`src/logic/dsspt_pkg.sv`:
```
/*
  Shared constants for the dual-slope symmetric PWM timer: byte map of the
  16-bit registers, mode and action codes, prescaler ratios, flag positions
  and the controller's own APB register map.
  Assumes a single 10 MHz clock shared by both ends.
*/
package dsspt_pkg;
  localparam int unsigned CLK_PERIOD_NS = 100;

  // Byte addresses on the 8-bit timer bus
  localparam logic [2:0] BA_CNT_L = 3'h0;
  localparam logic [2:0] BA_CNT_H = 3'h1;
  localparam logic [2:0] BA_CMP_A_L = 3'h2;
  localparam logic [2:0] BA_CMP_A_H = 3'h3;
  localparam logic [2:0] BA_CMP_B_L = 3'h4;
  localparam logic [2:0] BA_CMP_B_H = 3'h5;
  localparam logic [2:0] BA_CAP_L = 3'h6;
  localparam logic [2:0] BA_CAP_H = 3'h7;

  localparam logic [3:0] WAVE_TOP_CAPTURE = 4'h8;
  localparam logic [3:0] WAVE_TOP_CMP_A = 4'h9;

  localparam logic [1:0] ACT_OFF = 2'h0;
  localparam logic [1:0] ACT_TOGGLE = 2'h1;
  localparam logic [1:0] ACT_NONINV = 2'h2;
  localparam logic [1:0] ACT_INV = 2'h3;

  localparam logic [2:0] CS_STOP = 3'h0;
  localparam logic [2:0] CS_DIV1 = 3'h1;
  localparam logic [2:0] CS_DIV8 = 3'h2;
  localparam logic [2:0] CS_DIV64 = 3'h3;
  localparam logic [2:0] CS_DIV256 = 3'h4;
  localparam logic [2:0] CS_DIV1024 = 3'h5;
  localparam int unsigned PRE_W = 10;
  localparam logic [PRE_W-1:0] PRE_END8 = 10'h007;
  localparam logic [PRE_W-1:0] PRE_END64 = 10'h03F;
  localparam logic [PRE_W-1:0] PRE_END256 = 10'h0FF;
  localparam logic [PRE_W-1:0] PRE_END1024 = 10'h3FF;

  localparam logic [15:0] BOTTOM = 16'h0000;
  localparam logic [15:0] TOP_MIN = 16'h0003;
  localparam logic [15:0] RST_VAL16 = 16'h0000;

  localparam int unsigned FLAG_W = 4;
  localparam int unsigned FLAG_OVF = 0;
  localparam int unsigned FLAG_CAP = 1;
  localparam int unsigned FLAG_MATCH_A = 2;

  // Controller APB map
  localparam logic [11:0] OFS_CTRL = 12'h000;
  localparam logic [11:0] OFS_CMD = 12'h004;
  localparam logic [11:0] OFS_STATUS = 12'h008;
  localparam int unsigned CTRL_WAVE_LSB = 0;
  localparam int unsigned CTRL_ACT_A_LSB = 4;
  localparam int unsigned CTRL_ACT_B_LSB = 6;
  localparam int unsigned CTRL_CS_LSB = 8;
  localparam int unsigned CTRL_DIR_LSB = 11;
  localparam int unsigned CMD_DATA_LSB = 0;
  localparam int unsigned CMD_ADDR_LSB = 8;
  localparam int unsigned CMD_READ_BIT = 16;
  localparam int unsigned STAT_DATA_LSB = 0;
  localparam int unsigned STAT_BUSY_BIT = 8;
  localparam int unsigned STAT_FLAG_LSB = 16;

  typedef enum logic {DSSPT_UP = 1'b0, DSSPT_DOWN = 1'b1} dsspt_dir_t;
endpackage : dsspt_pkg

```
`src/logic/dsspt_if.sv`:
```
/*
  Carrier between the timer and its controller: 8-bit byte bus with
  one-cycle read and write strobes, control levels and flag lines.
  Assumes both ends share pclk.
*/
`timescale 1ns/10ps
interface dsspt_if;
  logic [2:0] addr;
  logic [7:0] wdata;
  logic wr;
  logic rd;
  logic [7:0] rdata;
  logic [3:0] wave_shape_select;
  logic [1:0] output_action_a;
  logic [1:0] output_action_b;
  logic [2:0] clock_select;
  logic [1:0] output_pin_direction;
  logic [3:0] flags;
  logic [3:0] flag_clear;

  modport dev (input addr, wdata, wr, rd, wave_shape_select, output_action_a, output_action_b,
    clock_select, output_pin_direction, flag_clear, output rdata, flags);
  modport host (output addr, wdata, wr, rd, wave_shape_select, output_action_a, output_action_b,
    clock_select, output_pin_direction, flag_clear, input rdata, flags);
endinterface : dsspt_if

```
`src/logic/dsspt_timer.sv`:
```
/*
  16-bit dual-slope symmetric PWM timer with two compare channels, a
  prescaler and the shared high-byte access path.
  Assumes a controller on the host modport issuing one-cycle byte strobes.
*/
`timescale 1ns/10ps
module dsspt_timer
  import dsspt_pkg::*;
(
  input wire logic pclk,
  input wire logic presetn,
  dsspt_if.dev bus,
  output logic [1:0] compare_output,
  output logic [1:0] compare_output_oe_n
);
  import dsspt_pkg::*;

  typedef struct packed {
    logic [PRE_W-1:0] pre;
    logic [15:0] count_value;
    dsspt_dir_t dir;
    logic [15:0] cmp_a;
    logic [15:0] cmp_a_buf;
    logic [15:0] cmp_b;
    logic [15:0] cmp_b_buf;
    logic [15:0] capture_top_value;
    logic [7:0] temp_high;
    logic [7:0] rdata;
    logic [FLAG_W-1:0] flags;
    logic [1:0] oc;
  } dsspt_tmr_t;

  dsspt_tmr_t st_r;
  dsspt_tmr_t st_nxt;
  logic timer_tick;
  logic mode_on;
  logic [15:0] top;
  logic at_top;
  logic at_bottom;
  logic up_phase;
  logic [15:0] cmp_val [2];
  logic [1:0] act [2];
  logic [1:0] connected;
  logic [1:0] hit;

  assign mode_on = (bus.wave_shape_select == WAVE_TOP_CAPTURE) || (bus.wave_shape_select == WAVE_TOP_CMP_A);
  assign top = (bus.wave_shape_select == WAVE_TOP_CAPTURE) ? st_r.capture_top_value : st_r.cmp_a;
  assign at_top = (st_r.count_value == top);
  assign at_bottom = (st_r.count_value == BOTTOM);
  // BOTTOM counts as rising and TOP as falling, so extreme compare values give steady levels
  assign up_phase = at_bottom || ((st_r.dir == DSSPT_UP) && !at_top);
  assign cmp_val[0] = st_r.cmp_a;
  assign cmp_val[1] = st_r.cmp_b;
  assign act[0] = bus.output_action_a;
  assign act[1] = bus.output_action_b;

  // Prescaler tick: one pclk-wide enable, never a clock of its own
  always_comb begin
    unique case (bus.clock_select)
      CS_DIV1: timer_tick = 1'b1;
      CS_DIV8: timer_tick = ((st_r.pre & PRE_END8) == PRE_END8);
      CS_DIV64: timer_tick = ((st_r.pre & PRE_END64) == PRE_END64);
      CS_DIV256: timer_tick = ((st_r.pre & PRE_END256) == PRE_END256);
      CS_DIV1024: timer_tick = (st_r.pre == PRE_END1024);
      // Codes 6 and 7 hold the count, as stop does
      default: timer_tick = 1'b0;
    endcase
  end

  always_comb begin
    st_nxt = st_r;
    // Prescaler runs free except in stop, which holds it; its phase is kept when the ratio changes
    st_nxt.pre = (bus.clock_select == CS_STOP) ? st_r.pre : st_r.pre + 10'h001;
    // Clear first so that a flag set in the same cycle survives
    st_nxt.flags = st_r.flags & ~bus.flag_clear;

    if (timer_tick && mode_on) begin
      if (at_bottom) begin
        st_nxt.cmp_a = st_r.cmp_a_buf;
        st_nxt.cmp_b = st_r.cmp_b_buf;
        st_nxt.flags[FLAG_OVF] = 1'b1;
        st_nxt.count_value = st_r.count_value + 16'h0001;
        st_nxt.dir = DSSPT_UP;
      end else if (at_top && (st_r.dir == DSSPT_UP)) begin
        // TOP has lasted this one tick; turn round
        st_nxt.count_value = st_r.count_value - 16'h0001;
        st_nxt.dir = DSSPT_DOWN;
        if (bus.wave_shape_select == WAVE_TOP_CAPTURE) begin
          st_nxt.flags[FLAG_CAP] = 1'b1;
        end else begin
          st_nxt.flags[FLAG_MATCH_A] = 1'b1;
        end
      end else if (st_r.dir == DSSPT_UP) begin
        // A TOP lowered under the count runs on to wrap, as the hardware would
        st_nxt.count_value = st_r.count_value + 16'h0001;
      end else begin
        st_nxt.count_value = st_r.count_value - 16'h0001;
      end

      for (int i = 0; i < 2; i++) begin
        // Only equality matches: a compare above TOP is never reached
        if (hit[i]) begin
          st_nxt.flags[FLAG_MATCH_A + i] = 1'b1;
          unique case (act[i])
            ACT_NONINV: st_nxt.oc[i] = !up_phase;
            ACT_INV: st_nxt.oc[i] = up_phase;
            ACT_TOGGLE: begin
              if ((i == 0) && bus.wave_shape_select[3]) begin
                st_nxt.oc[i] = !st_r.oc[i];
              end
            end
            ACT_OFF: begin
            end
          endcase
        end
      end
    end

    // Reads take st_r, so a tick in the same cycle cannot split a pair
    // Compare reads show the buffer, the value software last wrote
    if (bus.rd) begin
      unique case (bus.addr)
        BA_CNT_L: begin
          st_nxt.rdata = st_r.count_value[7:0];
          st_nxt.temp_high = st_r.count_value[15:8];
        end
        BA_CAP_L: begin
          st_nxt.rdata = st_r.capture_top_value[7:0];
          st_nxt.temp_high = st_r.capture_top_value[15:8];
        end
        BA_CNT_H: st_nxt.rdata = st_r.temp_high;
        BA_CAP_H: st_nxt.rdata = st_r.temp_high;
        BA_CMP_A_L: st_nxt.rdata = st_r.cmp_a_buf[7:0];
        BA_CMP_A_H: st_nxt.rdata = st_r.cmp_a_buf[15:8];
        BA_CMP_B_L: st_nxt.rdata = st_r.cmp_b_buf[7:0];
        BA_CMP_B_H: st_nxt.rdata = st_r.cmp_b_buf[15:8];
      endcase
    end

    // Software order (high then low) is assumed, not checked
    if (bus.wr) begin
      unique case (bus.addr)
        BA_CNT_H, BA_CMP_A_H, BA_CMP_B_H, BA_CAP_H: st_nxt.temp_high = bus.wdata;
        BA_CNT_L: st_nxt.count_value = {st_r.temp_high, bus.wdata};
        BA_CMP_A_L: begin
          st_nxt.cmp_a_buf = {st_r.temp_high, bus.wdata};
          // Outside modes 8 and 9 the active copy follows at once
          if (!mode_on) begin
            st_nxt.cmp_a = {st_r.temp_high, bus.wdata};
          end
        end
        BA_CMP_B_L: begin
          st_nxt.cmp_b_buf = {st_r.temp_high, bus.wdata};
          if (!mode_on) begin
            st_nxt.cmp_b = {st_r.temp_high, bus.wdata};
          end
        end
        BA_CAP_L: st_nxt.capture_top_value = {st_r.temp_high, bus.wdata};
      endcase
    end
  end

  always_ff @(posedge pclk or negedge presetn) begin
    if (!presetn) begin
      st_r <= '0;
    end else begin
      st_r <= st_nxt;
    end
  end

  assign connected[0] = (act[0] != ACT_OFF) && ((act[0] != ACT_TOGGLE) || bus.wave_shape_select[3]);
  // Channel B has no toggle action, so action 1 leaves its pin free
  assign connected[1] = (act[1] == ACT_NONINV) || (act[1] == ACT_INV);

  genvar g;
  generate
    for (g = 0; g < 2; g++) begin : g_pin
      assign compare_output[g] = st_r.oc[g];
      assign hit[g] = (st_r.count_value == cmp_val[g]);
      assign compare_output_oe_n[g] = !(connected[g] && bus.output_pin_direction[g]);
    end
  endgenerate

  assign bus.rdata = st_r.rdata;
  assign bus.flags = st_r.flags;
endmodule : dsspt_timer

```
`src/flat_wrapper.sv`:
```
// flat-port wrapper written by rule: the top's interface ports become plain ports
module dsspt_timer_flat import dsspt_pkg::*;
  (pclk, presetn, compare_output, compare_output_oe_n, bus_addr, bus_wdata, bus_wr, bus_rd, bus_wave_shape_select, bus_output_action_a, bus_output_action_b, bus_clock_select, bus_output_pin_direction, bus_flag_clear, bus_rdata, bus_flags);
  dsspt_if bus_i ();
  input wire logic pclk;
  input wire logic presetn;
  output logic [1:0] compare_output;
  output logic [1:0] compare_output_oe_n;
  input wire logic [$bits(bus_i.addr)-1:0] bus_addr;
  input wire logic [$bits(bus_i.wdata)-1:0] bus_wdata;
  input wire logic [$bits(bus_i.wr)-1:0] bus_wr;
  input wire logic [$bits(bus_i.rd)-1:0] bus_rd;
  input wire logic [$bits(bus_i.wave_shape_select)-1:0] bus_wave_shape_select;
  input wire logic [$bits(bus_i.output_action_a)-1:0] bus_output_action_a;
  input wire logic [$bits(bus_i.output_action_b)-1:0] bus_output_action_b;
  input wire logic [$bits(bus_i.clock_select)-1:0] bus_clock_select;
  input wire logic [$bits(bus_i.output_pin_direction)-1:0] bus_output_pin_direction;
  input wire logic [$bits(bus_i.flag_clear)-1:0] bus_flag_clear;
  output wire logic [$bits(bus_i.rdata)-1:0] bus_rdata;
  output wire logic [$bits(bus_i.flags)-1:0] bus_flags;
  assign bus_i.addr = bus_addr;
  assign bus_i.wdata = bus_wdata;
  assign bus_i.wr = bus_wr;
  assign bus_i.rd = bus_rd;
  assign bus_i.wave_shape_select = bus_wave_shape_select;
  assign bus_i.output_action_a = bus_output_action_a;
  assign bus_i.output_action_b = bus_output_action_b;
  assign bus_i.clock_select = bus_clock_select;
  assign bus_i.output_pin_direction = bus_output_pin_direction;
  assign bus_i.flag_clear = bus_flag_clear;
  assign bus_rdata = bus_i.rdata;
  assign bus_flags = bus_i.flags;
  dsspt_timer u_core (.pclk(pclk), .presetn(presetn), .bus(bus_i), .compare_output(compare_output), .compare_output_oe_n(compare_output_oe_n));
endmodule
```
`config.mk`:
```
export PLATFORM = sky130hd
export DESIGN_NAME = dsspt_timer_flat
export DESIGN_NICKNAME = d
export VERILOG_FILES = /design/src/logic/dsspt_pkg.sv /design/src/logic/dsspt_if.sv /design/src/logic/dsspt_timer.sv /design/src/flat_wrapper.sv
export SDC_FILE = /design/constraint.sdc
export NUM_CORES = 1
export LEC_CHECK = 0
export BUFFER_PORTS_ARGS = -buffer_cell sky130_fd_sc_hd__clkbuf_2
export CORE_MARGIN = 5
export CORE_UTILIZATION = 26
export DETAILED_ROUTE_END_ITERATION = 8
export SYNTH_ARGS = -nofsm -noshare
export SYNTH_HDL_FRONTEND = slang
export SYNTH_SLANG_ARGS = --single-unit
```
`constraint.sdc`:
```
create_clock -name pclk -period 2.9 [get_ports pclk]
set_input_delay 0.725 -clock pclk [delete_from_list [all_inputs] [get_ports pclk]]
set_output_delay 0.725 -clock pclk [all_outputs]
set_load 0.1 [all_outputs]
```
==> flow_summary.toml, run 1 <==
[detailed_routing]
wl_mm = 24.9
wire_per_inst_um = 19.5
drt_first_pass_iters = 5
vias = 6491
dr.first_iter.drc_count = 543
drtAntennaViolNets = 0
drc_errors = 0
vias_per_cell = 5.08

[sta]
tightest_slew_ps = 647
slew_viol_final = 0
whs_ps = 278
rsz0062_at_grt = "true"
setup-violations-final = 1
min_period_ps = 2930
fin_skew_ps = 8.82
period_share_pct = 101
final_hold_viol_count = 0
fmax_mhz = 341
slew_headroom_pct = 56.6
fin_ws_ps = -31.0

[logic_synthesis]
synth_mux_area_share_pct = 14.8
synth_edf_count = 0
syn_inst = 809
synthFlopType = "dfrtp_1"
yosys-top-cells-area = "dfrtp_1 (42%), mux2_2 (7.3%), mux2i_1 (6.3%)"
netlist_area_mm2 = 0.00768
yosysTopAreaCellShare_pct = 42.0
synth_top_area_cell = "dfrtp_1"
synth-compound-area-share_pct = 14.8
ys_seq_elements = 129
synthArstFlopShare_pct = 100
synth-simple-area-share_pct = 14.9
synth_fa_ha_area_share_pct = 0.814
synth_cell_types = 66
syn_area_per_cell_um2 = 9.50
syn_nets = 846
yosys.area_share.xor_xnor_pct = 6.61
yosysSeqAreaShare_pct = 42.0
synth_top_family_by_area = "simple AND/OR/NAND/NOR gates"
ys.warnings.count = 0

[setup_path]
crit_slowest_cell = "or4b_2"
path_class = "in2reg"
arrival_ps = 3260
cp_max_fo = 4
r2r_cells = 10
required_ps = 3230
critPathLaunchType = "input port"
critPathCaptureType = "flop"
crit_path_max_incr_delay_ps = 740
worstPathCellList = "clkbuf_4 -> or4b_2 -> a221oi_1 -> nand4b_1 -> o31a_1 -> buf_4 -> or3_4 -> o31ai_2"

[pwr]
power_mw = 6.95
vdd_ir_drop_max_uv = 470
p_leak_nw = 4.16
power_density_mw_per_mm2 = 735

[clock_tree]
numClockSinks = 129
cts_buffer_depth = 2
htreeDepth = 4
cts-buffers-inserted = 17
root_buffer = "clkbuf_16"
clkSlewWorstSetupHoldPaths_ps = 60
clock_latency_ps = 430
tritoncts = "built"

[die]
die_h_um = 182
die_area_mm2 = 0.0331
io_pins = 48
initial_utilization_pct = 26.1
coreArea_mm2 = 0.0294
die_x_um = 182
rows = 63

[finish]
layout.nets = 913
multi_input_area_mm2 = 0.00413
stdcell_area_mm2 = 0.00945
post-route-util_pct = 32.1
fillers = 2999
drive_gt1_share_pct = 27.4
area_delta_synth_final_pct = 23.0
seqCellArea_mm2 = 0.00323
antenna_cells = 0

[worst_hold_path]
hold_path.class = "in2async"

[placement]
gp_congestion = 0.905
io_buffers = 47
place_area_mm2 = 0.00864
hpwl_mm = 17.8

[global_route]
antenna_found_initial = 0
grt_pass1_wl_mm = 38.1
gr-usage-met3_pct = 3.91
met1_usage_pct = 18.9
grt_pass1_vias = 6585
grt_use_total_pct = 14.9
grt_overflow = 0
grt_max_degree = 59
grt-busiest-layer = "met2"
gr-usage-met2_pct = 23.4

[run_status]
violations = "negative setup slack"
status = "finished, violations left"

[job]
drv_cap = 0
kinds of logic (layout without fill, tap and decap cells):
| kind of cell | after synthesis | count (layout) |
|---|---|---|
| AND/OR/NAND/NOR | 232 | 233 |
| AO/OA/AOI/OAI | 177 | 177 |
| flip-flops | 129 | 129 |
| buffers and inverters | 106 | 185 |
| multiplexers | 102 | 102 |
| XOR/XNOR | 58 | 58 |
| adder cells (fa/ha/maj) | 5 | 5 |
metal layers:
metal	share of wire [%]	vias up	wire, µm
li1	-	3002	-
met5	0	-	0
met4	4.2	0	1060
met1	43	3210	10600
met3	6.3	63	1560
met2	47	216	11700
registers in the layout, indices dropped and copies added (netlist names):
name,cells
u_core.st_r,83
u_core.cmp_val,32
u_core.bus.rdata,8
u_core.bus.flags,4
u_core.compare_output,2
cell type report:
cell class | instances | area share (%)
tap | 390 | 5.16
multi-input combinational | 575 | 43.7
sequential | 129 | 34.2
timing repair buffer | 127 | 9.49
clock buffer | 20 | 4.83
inverter | 26 | 1.03
clock inverter | 12 | 1.65
power by group:
group	switching, mW	leakage [nW]	internal, mW
Sequential	0.516	1.56	2.23
Clock	0.871	0.289	1.40
Combinational	1.08	2.31	0.851
Total	2.47	4.16	4.48
cells in the final DEF, fill, tap and decap left out, drive strengths merged, types with 8 or more instances in the layout:
master / count
dfrtp: 129
buf: 83
nor2: 70
a21oi: 66
clkbuf: 64
nand2: 53
mux2: 50
mux2i: 48
o21ai: 37
xnor2: 30
xor2: 28
inv: 28
nand3: 20
nor3: 20
o22ai: 11
a22oi: 10
a22o: 10
nand4: 9
nor4: 9
or3: 9
nor2b: 8
per-stage QoR:
step	cells	TNS, ps	worst slack, ps
2_1_floorplan	809	-2880	-292
6_report	1279	-31.0	-31.0
5_1_grt	1279	-449	-77.7
4_1_cts	1273	-3.42	-3.42
3_3_place_gp	1239	-5410	-397
3_5_place_dp	1239	-6190	-466
synthesized netlist by cell type, drive strengths merged (3+ instances only):
master     n
inv       26
nor4       9
nor2      70
or2        5
o22ai     11
a22o      10
o211ai     6
nand2b     6
or3        9
dfrtp    129
o31ai      3
a21oi     66
and2       4
nand2     53
mux2i     48
nand4      9
o2111ai    5
and3       6
ha         5
mux2      50
nand3     20
buf       32
a22oi     10
xnor2     30
nor4b      3
a211oi     4
nor3      20
mux4       4
nor2b      8
a221oi     5
o21ai     37
xor2      28
clkbuf    48
path summary, 6_finish.rpt:
kind	startpoint	slack (ps)	to
setup / recovery	bus_wave_shape_select[0]	-30	u_core.st_r[116]
hold / removal	presetn	280	u_core.bus.flags[0]
setup reg to reg	u_core.st_r[110]	50	u_core.st_r[108]
hold reg to reg	u_core.st_r[128]	480	u_core.st_r[128]
max in group asynchronous	presetn	1850	u_core.st_r[80]
min in group pclk	bus_flag_clear[0]	480	u_core.bus.flags[0]
critical path, delay by kind of cell:
| kind | cells | cell delay [ps] |
|---|---|---|
| buf+inv | 2 | 310 |
| simple gates | 3 | 1270 |
| compound gates | 3 | 950 |
repair_timing:
item                                   4_1_cts  5_1_grt
hold buffers                                 0        0
endpoints found under the hold margin        0        0
cloned                                       0        1
pin swaps                                    1       18
setup endpoints to repair                    3       14
setup buffers                                2        5
gates resized for setup                      2       30
Note: power is estimated with default switching activity, not from simulation.
==> run 2: changes to the inputs <==
--- a/config.mk
+++ b/config.mk
@@ -9,6 +9,7 @@
 export CORE_MARGIN = 5
 export CORE_UTILIZATION = 26
 export DETAILED_ROUTE_END_ITERATION = 8
+export PLACE_DENSITY_LB_ADDON = 0.15
 export SYNTH_ARGS = -nofsm -noshare
 export SYNTH_HDL_FRONTEND = slang
 export SYNTH_SLANG_ARGS = --single-unit
==> run 2 against run 1 <==
Against the previous run:
- the flow still finishes with violations (negative setup slack)
- clock skew up 3.1 ps
- largest cell class unchanged
- first-iteration DRC count up 0.92%
- utilization up 0.43 points
- die area unchanged
- final cell count up 1.1%
- non-clock buffer count up 15
- critical path depth up 3
- worst setup slack better by 11 ps
- worst hold slack worse by 4.0 ps
==> flow_summary.toml, run 2 (synthesized netlist as in run 1, its figures left out) <==
[detailed_routing]
drt_first_pass_iters = 5
wl_mm = 26.3
vias_per_cell = 4.90
wire_per_inst_um = 20.4
dr.first_iter.drc_count = 548
vias = 6331
drc_errors = 0
drtAntennaViolNets = 0

[die]
die_x_um = 182
die_h_um = 182
rows = 63
io_pins = 48
die_area_mm2 = 0.0331
initial_utilization_pct = 26.1
coreArea_mm2 = 0.0294

[pwr]
p_leak_nw = 4.26
p_seq_share_pct = 38.8
p_switching_mw = 2.55
vdd_ir_drop_max_uv = 412
p_int_mw = 4.49
clockPowerShare_pct = 32.4
swShare_pct = 36.2
power_frac_comb_pct = 28.9
power_density_mw_per_mm2 = 736

[clock_tree]
clkSlewWorstSetupHoldPaths_ps = 60
clock_latency_ps = 430
root_buffer = "clkbuf_16"
numClockSinks = 129
htreeDepth = 4
cts_hold_buf = 0
cts_buffer_depth = 2
tritoncts = "built"
cts-buffers-inserted = 17

[global_route]
grt_max_degree = 50
met1_usage_pct = 22.2
antenna_found_initial = 0
grt_overflow = 0
gr-usage-met2_pct = 26.4
grt_use_total_pct = 16.1
grt_pass1_vias = 6436
grt_pass1_wl_mm = 41.0
gr-usage-met3_pct = 2.40
grt-busiest-layer = "met2"

[finish]
layout_common_cells = "dfrtp_1 (129), buf_4 (89), nor2_1 (70)"
antenna_cells = 0
regMostFlops = "u_core.st_r"
area_delta_synth_final_pct = 24.6
layout_commonest_cell = "dfrtp_1"
layout.nets = 927
largest_reg_flops = 83
drive_gt1_share_pct = 28.6
instances_no_fill = 1293

[setup_path]
r2r-start = "u_core.st_r[110]"
worstPathCellList = "clkbuf_2 -> or4b_4 -> a221oi_2 -> o22ai_1 -> or3_4 -> o31a_1 -> buf_12 -> buf_8 -> mux2i_2 -> xor2_1 -> a21oi_1"
critPathLaunchType = "input port"
crit_slowest_cell = "or4b_4"
arrival_ps = 3220
required_ps = 3200
critPathCaptureType = "flop"
r2r_end = "u_core.st_r[112]"
r2r_cells = 11
crit_end = "u_core.st_r[112]"
r2r_setup_slack_ps = -20
path_class = "in2reg"
crit_path_max_incr_delay_ps = 620
cp_max_fo = 8
startpoint = "bus_wave_shape_select[1]"

[sta]
whs_ps = 274
fin_skew_ps = 11.9
fin_ws_ps = -20.2
period_share_pct = 101
fmax_mhz = 342
slew_viol_final = 0
setup-violations-final = 2
final_hold_viol_count = 0
rsz0062_at_grt = "true"
min_period_ps = 2920
tightest_slew_ps = 543
slew_headroom_pct = 63.8

[placement]
hpwl_mm = 19.7
dp_cells = 1255
gp_congestion = 0.891
io_buffers = 47

[run_status]
violations = "negative setup slack"
status = "finished, violations left"

[worst_hold_path]
hold_path.class = "in2async"

[job]
drv_cap = 0
==> run 2: cell count changes in the layout (fill, tap and decap cells not counted), sizes merged <==
cell      previous run  this run
clkbuf              64        63
clkinv               3         5
clkinvlp             4         1
inv                 28        31
or4b                 2         1
buf                 83        97
==> run 2: worst min-delay path by stage <==
stage | from | end | slack (ps) | cells after the start
after floorplan | presetn | u_core.bus.flags[0] | 430 | 0
final | presetn | u_core.compare_output[0] | 270 | 1
after detailed placement | u_core.st_r[128] | u_core.st_r[128] | 470 | 1
after global placement | u_core.st_r[128] | u_core.st_r[128] | 460 | 1
after CTS | presetn | u_core.st_r[102] | 290 | 1
after global routing | presetn | u_core.compare_output[0] | 310 | 1
==> run 2: worst max-delay path, delay by kind of cell <==
kind                   cells  cell delay (ps)
XOR/XNOR                   1              170
AO/OA/AOI/OAI              4              750
AND/OR/NAND/NOR            2              960
multiplexers               1              200
buffers and inverters      3              420
==> run 2: power groups by stage <==
stage	registers [mW]	clock network, mW	logic (mW)
final	2.73	2.28	2.03
after global routing	2.78	2.40	2.23
after CTS	2.73	2.34	2.01
after detailed placement	2.75	0	1.99
after global placement	2.76	0	1.99
after floorplan	2.49	0	1.48
==> run 2: final cells by class <==
type	instances	area, µm²
sequential	129	3230
clock buffer	18	429
inverter	26	97.6
multi-input combinational	574	4130
timing repair buffer	142	1030
fill	3010	19800
clock inverter	14	180
tap	390	488
==> run 2: per-stage QoR <==
stage / instance area, µm² / power (mW) / worst slack [ps] / util (%) / TNS [ps]
2_1_floorplan: 7700 / 3.98 / -292 / - / -2880
3_3_place_gp: 8790 / 4.75 / -423 / 29.9 / -5170
3_5_place_dp: 8790 / 4.74 / -479 / 29.9 / -6030
4_1_cts: 9490 / 7.08 / 8.30 / 32.3 / 0
5_1_grt: 9580 / 7.41 / -139 / 32.6 / -723
6_report: 9580 / 7.05 / -20.2 / 32.6 / -35.7
==> run 2: layer usage <==
layer  vias up  routed length [µm]  part of all wire (%)
li1       3037                   -                     -
met1      3149               12400                    47
met2       117               12500                    48
met3        28                 912                   3.5
met4         0                 506                   1.9
met5         -                   0                     0
==> run 2: what timing repair did <==
| action | 4_1_cts | 5_1_grt |
|---|---|---|
| gates resized for setup | 11 | 15 |
| buffers inserted | 6 | 1 |
| pin swaps | 6 | 5 |
| endpoints found under the setup margin | 5 | 15 |
